[src/pkg/frs_defs.svh]
`ifndef FRS_DEFS_SVH
`define FRS_DEFS_SVH

// result status one bit positions
`define FRS_RS1_PAST_LAST    7
`define FRS_RS1_UNUSED_HI    6
`define FRS_RS1_CRC_ANY      5
`define FRS_RS1_HOST_LATE    4
`define FRS_RS1_UNUSED_LO    3
`define FRS_RS1_NOT_FOUND    2
`define FRS_RS1_PROTECT      1
`define FRS_RS1_ID_SYNC      0

// result status two bit positions
`define FRS_RS2_UNUSED       7
`define FRS_RS2_DELETED      6
`define FRS_RS2_PAYLOAD_CRC  5
`define FRS_RS2_CYL_MISMATCH 4
`define FRS_RS2_SCAN_MATCH   3
`define FRS_RS2_SCAN_MISS    2
`define FRS_RS2_BAD_TRACK    1
`define FRS_RS2_DATA_SYNC    0

// result status three bit positions
`define FRS_RS3_ZERO         7
`define FRS_RS3_PROTECT_HI   6
`define FRS_RS3_DRIVE_OK     5
`define FRS_RS3_TRACK_ZERO   4
`define FRS_RS3_PROTECT_LO   3
`define FRS_RS3_SIDE         2
`define FRS_RS3_UNIT_HI      1
`define FRS_RS3_UNIT_LO      0

// constant values
`define FRS_BYTE_ZERO        8'h00
`define FRS_BAD_TRACK_CYL    8'hFF
`define FRS_SYNC_RESET       12'h000
`define FRS_SYNC_IDLE        12'hC00

`endif

[src/pkg/frs_pkg.sv]
`default_nettype none

package frs_pkg;

    typedef logic [7:0] frs_byte_t;

    // source loaded into the data port for the host to read
    typedef enum logic [1:0] {
        FRS_SRC_CORE,
        FRS_SRC_RS1,
        FRS_SRC_RS2,
        FRS_SRC_RS3
    } frs_src_e;

endpackage : frs_pkg

`default_nettype wire

[src/hdl/frs_port.sv]
// Contract
// RULE1 - past last sector sets rs1 bit 7
// RULE2 - rs1 bits 6 and 3 read zero
// RULE3 - any crc failure sets rs1 bit 5
// RULE4 - late host service sets rs1 bit 4
// RULE5 - sector not found sets rs1 bit 2
// RULE6 - write protect during write sets bit 1
// RULE7 - missing mark sets rs1 bit 0
// RULE8 - rs2 bit 7 reads zero
// RULE9 - deleted mark seen sets rs2 bit 6
// RULE10 - data field crc sets rs2 bit 5
// RULE11 - cylinder mismatch sets rs2 bit 4
// RULE12 - mismatch with medium FF sets bit 1
// RULE13 - scan equal sets rs2 bit 3
// RULE14 - scan without match sets rs2 bit 2
// RULE15 - missing data mark sets rs2 bit 0
// RULE16 - rs3 bits 6 and 3 show protect
// RULE17 - rs3 bit 5 one, bit 7 zero
// RULE18 - rs3 bit 4 shows track zero
// RULE19 - rs3 bits 2..0 show side, unit
// RULE20 - eight-bit host data port
// RULE21 - select low fetch reads main status
// RULE22 - select high fetch reads data port
// RULE23 - select high store writes data port
// RULE24 - host never makes illegal strobe combinations
// RULE25 - host polls service and direction first
`default_nettype none
`include "frs_defs.svh"

module frs_fifo #(
    parameter int WIDTH = 8,
    parameter int DEPTH = 4
) (
    input  wire logic             clk,       // system clock
    input  wire logic             rst_n,     // async reset, active low
    input  wire logic [WIDTH-1:0] in_data,   // word to store
    input  wire logic             in_valid,  // store request
    output logic                  in_ready,  // room for a word
    output logic      [WIDTH-1:0] out_data,  // oldest word
    output logic                  out_valid, // word available
    input  wire logic             out_ready  // drain side takes word
);
    localparam int AW = (DEPTH > 1) ? $clog2(DEPTH) : 1;

    generate
        if (DEPTH < 2 || (1 << AW) != DEPTH) begin : g_bad_depth
            $error("frs_fifo depth must be a power of two of at least 2");
        end
        if (WIDTH < 1) begin : g_bad_width
            $error("frs_fifo width must be at least 1");
        end
    endgenerate

    logic [WIDTH-1:0] mem_q [DEPTH];
    logic [AW:0]      wr_ptr_q;
    logic [AW:0]      rd_ptr_q;
    logic             push;
    logic             pop;

    assign in_ready  = (wr_ptr_q[AW-1:0] != rd_ptr_q[AW-1:0]) || (wr_ptr_q[AW] == rd_ptr_q[AW]);
    assign out_valid = (wr_ptr_q != rd_ptr_q);
    assign push      = in_valid && in_ready;
    assign pop       = out_valid && out_ready;
    assign out_data  = mem_q[rd_ptr_q[AW-1:0]];

    always_ff @(posedge clk) begin
        if (push) begin
            mem_q[wr_ptr_q[AW-1:0]] <= in_data;
        end
    end

    always_ff @(posedge clk or negedge rst_n) begin
        if (!rst_n) begin
            wr_ptr_q <= '0;
        end else if (push) begin
            wr_ptr_q <= wr_ptr_q + 1'b1;
        end
    end

    always_ff @(posedge clk or negedge rst_n) begin
        if (!rst_n) begin
            rd_ptr_q <= '0;
        end else if (pop) begin
            rd_ptr_q <= rd_ptr_q + 1'b1;
        end
    end

endmodule : frs_fifo

module frs_port #(
    parameter int RX_DEPTH = 4
) (
    input  wire logic       clk,                  // 40 MHz system clock
    input  wire logic       rst_n,                // async reset, active low
    // host bus pins
    input  wire logic       port_select_line,     // low main status, high data
    input  wire logic       host_fetch_strobe_n,  // read strobe, active low
    input  wire logic       host_store_strobe_n,  // write strobe, active low
    input  wire logic [7:0] bus_data_in,          // bus level seen at the pins
    output logic      [7:0] bus_data_out,         // byte driven to the bus
    output logic            bus_data_oe,          // high while driving the bus
    // drive pins
    input  wire logic       write_protect,        // drive write protect level
    input  wire logic       track_zero,           // drive track zero level
    // from the command sequencer
    input  wire logic [7:0] main_status,          // main status byte
    input  wire logic       side_choice,          // side driven to the drive
    input  wire logic       unit_bit_hi,          // unit choice bit 1
    input  wire logic       unit_bit_lo,          // unit choice bit 0
    input  wire logic       result_clear,         // pulse: new command, clear flags
    input  wire logic       ev_past_last_sector,  // pulse: beyond last sector
    input  wire logic       ev_id_crc,            // pulse: id field crc failure
    input  wire logic       ev_payload_crc,       // pulse: data field crc failure
    input  wire logic       ev_host_late,         // pulse: host missed a transfer
    input  wire logic       ev_sector_absent,     // pulse: sector not found
    input  wire logic       ev_write_cmd,         // level: write or format running
    input  wire logic       ev_id_mark_absent,    // pulse: no id mark after two index
    input  wire logic       ev_data_mark_absent,  // pulse: no data or deleted mark
    input  wire logic       ev_deleted_seen,      // pulse: deleted mark met
    input  wire logic       ev_scan_match,        // pulse: scan equal satisfied
    input  wire logic       ev_scan_miss,         // pulse: no sector met scan
    input  wire logic       id_check,             // pulse: compare cylinders now
    input  wire logic [7:0] medium_cylinder,      // cylinder read from medium
    input  wire logic [7:0] id_compare_buffer,    // expected cylinder
    // byte stream to the host
    input  wire logic [7:0] tx_data,              // byte for the data port
    input  wire logic [1:0] tx_source,            // frs_pkg::frs_src_e code
    input  wire logic       tx_valid,             // load request
    output logic            tx_ready,             // data port empty
    // byte stream from the host
    output logic      [7:0] rx_data,              // oldest host byte
    output logic            rx_valid,             // host byte available
    input  wire logic       rx_ready,             // sequencer takes host byte
    output logic            rx_space,             // buffer can take a host byte
    output logic            rx_overflow,          // pulse: host byte dropped
    // result registers
    output logic      [7:0] result_status_one,    // flags byte one
    output logic      [7:0] result_status_two,    // flags byte two
    output logic      [7:0] result_status_three   // drive state byte
);

    // pin synchronisers: {select, fetch_n, store_n, wp, tz, data}
    logic [12:0] meta_q;
    logic [12:0] sync_q;
    logic [12:0] pins;

    assign pins = {port_select_line, host_fetch_strobe_n, host_store_strobe_n,
                   write_protect, track_zero, bus_data_in};

    always_ff @(posedge clk or negedge rst_n) begin
        if (!rst_n) begin
            meta_q <= {1'b0, `FRS_SYNC_IDLE};
            sync_q <= {1'b0, `FRS_SYNC_IDLE};
        end else begin
            meta_q <= pins;
            sync_q <= meta_q;
        end
    end

    logic       sel_s;
    logic       fetch_s;
    logic       store_s;
    logic       wp_s;
    logic       tz_s;
    logic [7:0] data_s;

    assign sel_s   = sync_q[12];
    assign fetch_s = !sync_q[11];
    assign store_s = !sync_q[10];
    assign wp_s    = sync_q[9];
    assign tz_s    = sync_q[8];
    assign data_s  = sync_q[7:0];

    // strobe decode; other combinations are ignored
    logic rd_status;
    logic rd_port;
    logic wr_port;

    assign rd_status = !sel_s && fetch_s && !store_s; // [RULE21] [RULE24]
    assign rd_port   = sel_s && fetch_s && !store_s;  // [RULE22]
    assign wr_port   = sel_s && store_s && !fetch_s;  // [RULE23] [RULE24]

    logic rd_port_q;
    logic wr_port_q;

    always_ff @(posedge clk or negedge rst_n) begin
        if (!rst_n) begin
            rd_port_q <= 1'b0;
            wr_port_q <= 1'b0;
        end else begin
            rd_port_q <= rd_port;
            wr_port_q <= wr_port;
        end
    end

    logic rd_done;
    logic wr_done;

    assign rd_done = rd_port_q && !rd_port;
    assign wr_done = wr_port_q && !wr_port;

    // byte held while the store strobe is active, pushed at its end
    logic [7:0] wr_hold_q;

    always_ff @(posedge clk or negedge rst_n) begin
        if (!rst_n) begin
            wr_hold_q <= `FRS_BYTE_ZERO;
        end else if (wr_port) begin
            wr_hold_q <= data_s; // [RULE23]
        end
    end

    logic rx_in_ready;

    frs_fifo #(
        .WIDTH (8),
        .DEPTH (RX_DEPTH)
    ) u_rx_fifo (
        .clk       (clk),
        .rst_n     (rst_n),
        .in_data   (wr_hold_q),
        .in_valid  (wr_done),
        .in_ready  (rx_in_ready),
        .out_data  (rx_data),
        .out_valid (rx_valid),
        .out_ready (rx_ready)
    );

    assign rx_space = rx_in_ready;

    always_ff @(posedge clk or negedge rst_n) begin
        if (!rst_n) begin
            rx_overflow <= 1'b0;
        end else begin
            rx_overflow <= wr_done && !rx_in_ready;
        end
    end

    // result status one, sticky until result_clear; set wins
    logic [7:0] rs1_q;
    logic [7:0] rs1_set;
    logic       cyl_differs;

    always_comb begin
        rs1_set                      = `FRS_BYTE_ZERO;
        rs1_set[`FRS_RS1_PAST_LAST]  = ev_past_last_sector;                      // [RULE1]
        rs1_set[`FRS_RS1_CRC_ANY]    = ev_id_crc || ev_payload_crc;              // [RULE3]
        rs1_set[`FRS_RS1_HOST_LATE]  = ev_host_late;                             // [RULE4]
        rs1_set[`FRS_RS1_NOT_FOUND]  = ev_sector_absent || cyl_differs;          // [RULE5] [RULE11]
        rs1_set[`FRS_RS1_PROTECT]    = ev_write_cmd && wp_s;                     // [RULE6]
        rs1_set[`FRS_RS1_ID_SYNC]    = ev_id_mark_absent || ev_data_mark_absent; // [RULE7]
    end

    always_ff @(posedge clk or negedge rst_n) begin
        if (!rst_n) begin
            rs1_q <= `FRS_BYTE_ZERO;
        end else if (result_clear) begin
            rs1_q <= rs1_set;
        end else begin
            rs1_q <= rs1_q | rs1_set;
        end
    end

    // cylinder comparison against the expected value
    assign cyl_differs = id_check && (medium_cylinder != id_compare_buffer); // [RULE11]

    // result status two
    logic [7:0] rs2_q;
    logic [7:0] rs2_set;

    always_comb begin
        rs2_set                        = `FRS_BYTE_ZERO;
        rs2_set[`FRS_RS2_DELETED]      = ev_deleted_seen;                              // [RULE9]
        rs2_set[`FRS_RS2_PAYLOAD_CRC]  = ev_payload_crc;                               // [RULE10]
        rs2_set[`FRS_RS2_CYL_MISMATCH] = cyl_differs;                                  // [RULE11]
        rs2_set[`FRS_RS2_SCAN_MATCH]   = ev_scan_match;                                // [RULE13]
        rs2_set[`FRS_RS2_SCAN_MISS]    = ev_scan_miss;                                 // [RULE14]
        rs2_set[`FRS_RS2_BAD_TRACK]    = cyl_differs
                                         && (medium_cylinder == `FRS_BAD_TRACK_CYL);   // [RULE12]
        rs2_set[`FRS_RS2_DATA_SYNC]    = ev_data_mark_absent;                          // [RULE7] [RULE15]
    end

    always_ff @(posedge clk or negedge rst_n) begin
        if (!rst_n) begin
            rs2_q <= `FRS_BYTE_ZERO;
        end else if (result_clear) begin
            rs2_q <= rs2_set;
        end else begin
            rs2_q <= rs2_q | rs2_set;
        end
    end

    // unused bits forced low whatever the flops hold
    always_comb begin
        result_status_one                     = rs1_q;
        result_status_one[`FRS_RS1_UNUSED_HI] = 1'b0; // [RULE2]
        result_status_one[`FRS_RS1_UNUSED_LO] = 1'b0; // [RULE2]
        result_status_two                     = rs2_q;
        result_status_two[`FRS_RS2_UNUSED]    = 1'b0; // [RULE8]
    end

    // result status three, live drive state
    logic [7:0] rs3_live;

    always_comb begin
        rs3_live                      = `FRS_BYTE_ZERO; // [RULE17]
        rs3_live[`FRS_RS3_PROTECT_HI] = wp_s;           // [RULE16]
        rs3_live[`FRS_RS3_DRIVE_OK]   = 1'b1;           // [RULE17]
        rs3_live[`FRS_RS3_TRACK_ZERO] = tz_s;           // [RULE18]
        rs3_live[`FRS_RS3_PROTECT_LO] = wp_s;           // [RULE16]
        rs3_live[`FRS_RS3_SIDE]       = side_choice;    // [RULE19]
        rs3_live[`FRS_RS3_UNIT_HI]    = unit_bit_hi;    // [RULE19]
        rs3_live[`FRS_RS3_UNIT_LO]    = unit_bit_lo;    // [RULE19]
    end

    logic [7:0] rs3_q;

    always_ff @(posedge clk or negedge rst_n) begin
        if (!rst_n) begin
            rs3_q <= `FRS_BYTE_ZERO;
        end else begin
            rs3_q <= rs3_live;
        end
    end

    assign result_status_three = rs3_q;

    // host data port, read side
    logic [7:0] host_data_port_q;
    logic       port_full_q;
    logic [7:0] tx_pick;

    always_comb begin
        case (frs_pkg::frs_src_e'(tx_source))
            frs_pkg::FRS_SRC_RS1: tx_pick = result_status_one;
            frs_pkg::FRS_SRC_RS2: tx_pick = result_status_two;
            frs_pkg::FRS_SRC_RS3: tx_pick = rs3_live;
            default:              tx_pick = tx_data;
        endcase
    end

    assign tx_ready = !port_full_q;

    always_ff @(posedge clk or negedge rst_n) begin
        if (!rst_n) begin
            host_data_port_q <= `FRS_BYTE_ZERO;
        end else if (tx_valid && !port_full_q) begin
            host_data_port_q <= tx_pick; // [RULE20]
        end
    end

    // a finished host read empties the port
    always_ff @(posedge clk or negedge rst_n) begin
        if (!rst_n) begin
            port_full_q <= 1'b0;
        end else if (tx_valid && !port_full_q) begin
            port_full_q <= 1'b1;
        end else if (rd_done) begin
            port_full_q <= 1'b0; // [RULE20]
        end
    end

    // bus drive
    always_ff @(posedge clk or negedge rst_n) begin
        if (!rst_n) begin
            bus_data_out <= `FRS_BYTE_ZERO;
        end else if (rd_status) begin
            bus_data_out <= main_status;      // [RULE21]
        end else begin
            bus_data_out <= host_data_port_q; // [RULE22]
        end
    end

    always_ff @(posedge clk or negedge rst_n) begin
        if (!rst_n) begin
            bus_data_oe <= 1'b0;
        end else begin
            bus_data_oe <= rd_status || rd_port; // [RULE21] [RULE22]
        end
    end

endmodule : frs_port

`default_nettype wire

[config.mk]
export PLATFORM = sky130hd
export DESIGN_NAME = frs_port
export DESIGN_NICKNAME = d
export VERILOG_FILES = /design/src/pkg/frs_pkg.sv /design/src/hdl/frs_port.sv
export VERILOG_INCLUDE_DIRS = /design/src /design/src/pkg
export SDC_FILE = /design/constraint.sdc
export NUM_CORES = 1
export LEC_CHECK = 0
export BUFFER_PORTS_ARGS = -buffer_cell sky130_fd_sc_hd__buf_2
export CAP_MARGIN = 5
export CORE_ASPECT_RATIO = 1.1
export CORE_MARGIN = 1.5
export CORE_UTILIZATION = 50
export CTS_BUF_LIST = sky130_fd_sc_hd__clkbuf_4 sky130_fd_sc_hd__clkbuf_8
export CTS_CLUSTER_SIZE = 25
export DETAILED_ROUTE_END_ITERATION = 10
export MAX_ROUTING_LAYER = met4
export PLACE_DENSITY = 0.73
export SYNTH_ARGS = -nofsm -noshare
export SYNTH_HDL_FRONTEND = slang
export SYNTH_SLANG_ARGS = --single-unit
[constraint.sdc]
create_clock -name clk -period 1.9 [get_ports clk]
set_input_delay 0.095 -clock clk [delete_from_list [all_inputs] [get_ports clk]]
set_output_delay 0.095 -clock clk [all_outputs]
set_load 0.005 [all_outputs]
==> implementation parameters <==
Parameter                              Value

Status
  Outcome ... completed

Clock tree
  # Post-CTS Setup Buffers ... 0
  Count of hold buffers inserted by post-cts repair ... 38
  Number of clock sinks ... around 110
  Clock buffers created by TritonCTS ... 9
  Number of levels in the clock H-tree ... 3
  CTS tree ... done
  Buffer depth of the longest clock path ... 2
  Number of cells upsized or downsized after cts ... 0
  Clock transition at path regs ... around 0.090 ns
  Clock latency on the worst-skew pair ... 0.36 ns
  Clock Root Buffer ... clkbuf_8

Synthesis
  Count leader, synth ... dfrtp_1
  Distinct cells, synth ... 38
  Top-area cell type share of the netlist area ... 45.2%
  Number of synthesized flops with an enable pin ... 32
  Mean area per synthesized cell ... between 15 and 20 um2
  Async set-reset flop share out of synthesis ... about 71%
  Synth Register Bits ... 112
  Most area-consuming cells after synthesis ... dfrtp_1, edfxtp_1, mux2_2
  Number of warnings reported in the yosys synthesis log ... 0
  Commonest cells in the synthesized netlist ... dfrtp_1, edfxtp_1, mux2_2
  Post-synthesis instance area ... around 0.0042 mm2
  Dominant synthesized flop cell ... dfrtp_1
  Share of synthesized area occupied by flip-flops and latches ... 70.5%
  Cells after synthesis ... ~240
  Cell type with the highest aggregate area in the netlist ... dfrtp_1

STA
  Final Setup Violations ... 0
  Unrepaired setup endpoints after global routing ... no
  Final worst hold slack ... ~0.020 ns
  Worst relative slew slack ... 62.0%
  Final count of hold timing violations ... 0
  Max Freq ... approximately 560 MHz
  Final min period ... approximately 1.8 ns
  Max-slew violations ... 0
  Crit share post-route ... between 90% and 100%
  Final TNS setup ... 0 ns
  Worst clock skew ... approximately 0.011 ns
  Pin slew with the least headroom to its limit ... between 0.5 and 0.6 ns

Power and ir drop
  Total internal power ... around 4.1 mW
  Power per standard cell area ... roughly 1100 mW/mm2
  Leak pwr ... around 2.4 nW
  Switching power ... around 1.6 mW
  Register share of total power ... between 50 and 60%
  Relative contribution of combinational cells to total power ... around 24%
  Switching power share of the total ... between 20% and 30%
  Share of total power in the clock network ... 21.9%
  Worst-case vdd ir drop ... about 0.48 mV

Finish
  Total Nets Final ... 470
  Synthesis-to-layout area growth ... 28.9%
  Final std cells w/o fill ... between 500 and 600
  Share of final-layout standard cells stronger than drive strength 1 ... 41.4%
  Antenna Cells ... 0

Worst setup path
  Startpoint Class ... flip-flop
  Type of element capturing the critical path ... output port
  Crit path DAT ... about 1.7 ns
  CP cell instances ... buf_4 -> mux4_1 -> buf_2
  Library cell contributing the largest single delay on the critical path ... mux4_1
  Required time at the worst-slack endpoint ... between 1.5 and 2 ns
  Flop2flop setup slack ... 0.14 ns
  Critical-path maximum fanout ... 10
  Worst path max stage delay ... ~0.58 ns
  Kind of critical path ... flip-flop to output port

GRT
  Initial antenna violation count ... 0
  Largest net degree at the start of global routing ... between 40 and 50
  Number of global-route vias before repair ... 2,539
  Global-route wire length before repair ... approximately 13,000 um
  Leftover overflow at the end of global routing ... 0
  All-Layer GR Usage ... just under 20%

Placed design
  Cell Count Post-Placement ... between 400 and 500
  Global placer's final weighted congestion ... approximately 0.8
  Port-buffer cells ... 107
  Half-perimeter wire length after detailed placement ... between 5000 and 6000 um

Die
  Die Footprint ... approximately 0.009 mm2
  Boundary pin count ... about 110
  Height of the die ... 99.2 um
  FP Rows ... 34
  DIE WIDTH ... ~90 um
  Initial cell density of the core ... between 50% and 60%
  Floorplan Core Area ... around 0.0080 mm2

Detailed routing
  Count of routing violations after the opening detailed-route iteration ... 92
  Final ANT Viol Nets ... 0
  Number of vias per cell ... 4.98
  Met2 routed WL ... ~4100 um
  Total detailed-routing wirelength ... 7920 um
  Routed wire length per instance ... between 15 and 20 um
  Number of vias in the routed layout ... about 2,500
  Top metal layer carrying routed signals ... met4
  Number of design rule violations left after detail routing ... 0
  Routed met3 length ... approximately 360 um
  Iteration count of the initial detailed-routing pass ... 5
  Routed metal-1 wire length ... around 3300 um

Flow run
  Max Cap Violations ... 0

Hold path
  Hold WC Path Type ... input port to flip-flop
logic make-up (layout without fill, tap and decap cells):
logic type,Yosys count,in the layout,share of synthesized area [%]
flip-flops,112,112,70.5
multiplexers,36,36,13.5
AO/OA/AOI/OAI,26,26,4.55
adder cells (fa/ha/maj),5,5,1.49
buffers and inverters,22,178,2.77
AND/OR/NAND/NOR,26,26,3.51
other,2,5,0.178
XOR/XNOR,15,15,3.48
state kept, by name (all words and copies together), names as in the netlist:
name	flops
bus_data_oe	1
bus_data_out	8
host_data_port_q	8
meta_q	13
port_full_q	1
rd_port_q	1
result_status_three	6
rs1_q	6
rs2_q	7
rx_overflow	1
sync_q	13
u_rx_fifo.mem_q	32
u_rx_fifo.rd_ptr_q	3
u_rx_fifo.wr_ptr_q	3
wr_hold_q	8
wr_port_q	1
power by group through the flow:
stage	clock, mW	combinational [mW]	sequential (mW)
2_1_floorplan	0	0.868	3.08
5_1_grt	1.37	1.53	3.13
6_report	1.26	1.40	3.09
4_1_cts	1.30	1.41	3.09
3_3_place_gp	0	1.30	3.13
3_5_place_dp	0	1.34	3.15
cells in the final DEF, fill, tap and decap left out, types with 3 or more instances in the layout:
| cell | Yosys | layout |
|---|---|---|
| buf_2 | 3 | 106 |
| dfrtp_1 | 76 | 76 |
| dlygate4sd3_1 | 0 | 38 |
| edfxtp_1 | 32 | 32 |
| mux2_2 | 22 | 22 |
| xnor2_1 | 12 | 12 |
| o21ai_0 | 10 | 10 |
| inv_1 | 9 | 9 |
| clkbuf_8 | 0 | 9 |
| buf_4 | 6 | 9 |
| mux4_1 | 8 | 8 |
| nand2_1 | 8 | 8 |
| a21o_1 | 7 | 7 |
| ha_1 | 5 | 5 |
| conb_1 | 2 | 5 |
| nand4_1 | 4 | 4 |
| mux4_2 | 4 | 4 |
| dfstp_2 | 4 | 4 |
| nor2b_1 | 3 | 3 |
| and2_2 | 3 | 3 |
critical path: cells and delay by family (launching register included):
kind / cells / cell delay [ns]
flip-flops: 1 / 0.39
buffers and inverters: 2 / 0.36
multiplexers: 1 / 0.58
final timing paths:
kind / startpoint / end / cells past startpoint
worst max-delay path: u_rx_fifo.rd_ptr_q[0]$_DFFE_PN0P_ / rx_data[6] / 3
worst min-delay path: rx_ready / u_rx_fifo.rd_ptr_q[2]$_DFFE_PN0P_ / 3
worst max register to register: sync_q[10]$_DFF_PN1_ / u_rx_fifo.mem_q[2][5]$_DFFE_PP_ / 3
worst min register to register: meta_q[2]$_DFF_PN0_ / sync_q[2]$_DFF_PN0_ / 0
max in group asynchronous: rst_n / rs2_q[4]$_DFF_PN0_ / 3
min in group asynchronous: rst_n / wr_hold_q[4]$_DFFE_PN0P_ / 2
metrics by stage:
step                      util [%]  total power, mW  setup WS, ns  cell area, um2
after floorplan                  -             3.95         0.248            4220
after global placement        60.6             4.43         0.189            4870
after detailed placement      60.6             4.49         0.136            4870
after CTS                     67.5             5.80        0.0886            5430
after global routing          67.5             6.04        0.0486            5430
final                         67.5             5.74         0.121            5430
layer usage:
layer | GRT usage, % | vias up
li1 | - | 1170
met1 | 23.6 | 1271
met2 | 31.2 | 85
met3 | 3.90 | 17
met4 | 8.55 | 0
met5 | - | -
cell type report:
class / count / area (um2)
inverter: 9 / 33.8
timing repair buffer: 153 / 978
clock buffer: 10 / 131
fill: 582 / 2620
multi-input combinational: 113 / 1130
sequential: 112 / 2970
clock inverter: 6 / 43.8
tap: 108 / 135
No activity file was read; power rests on OpenSTA's default activity.
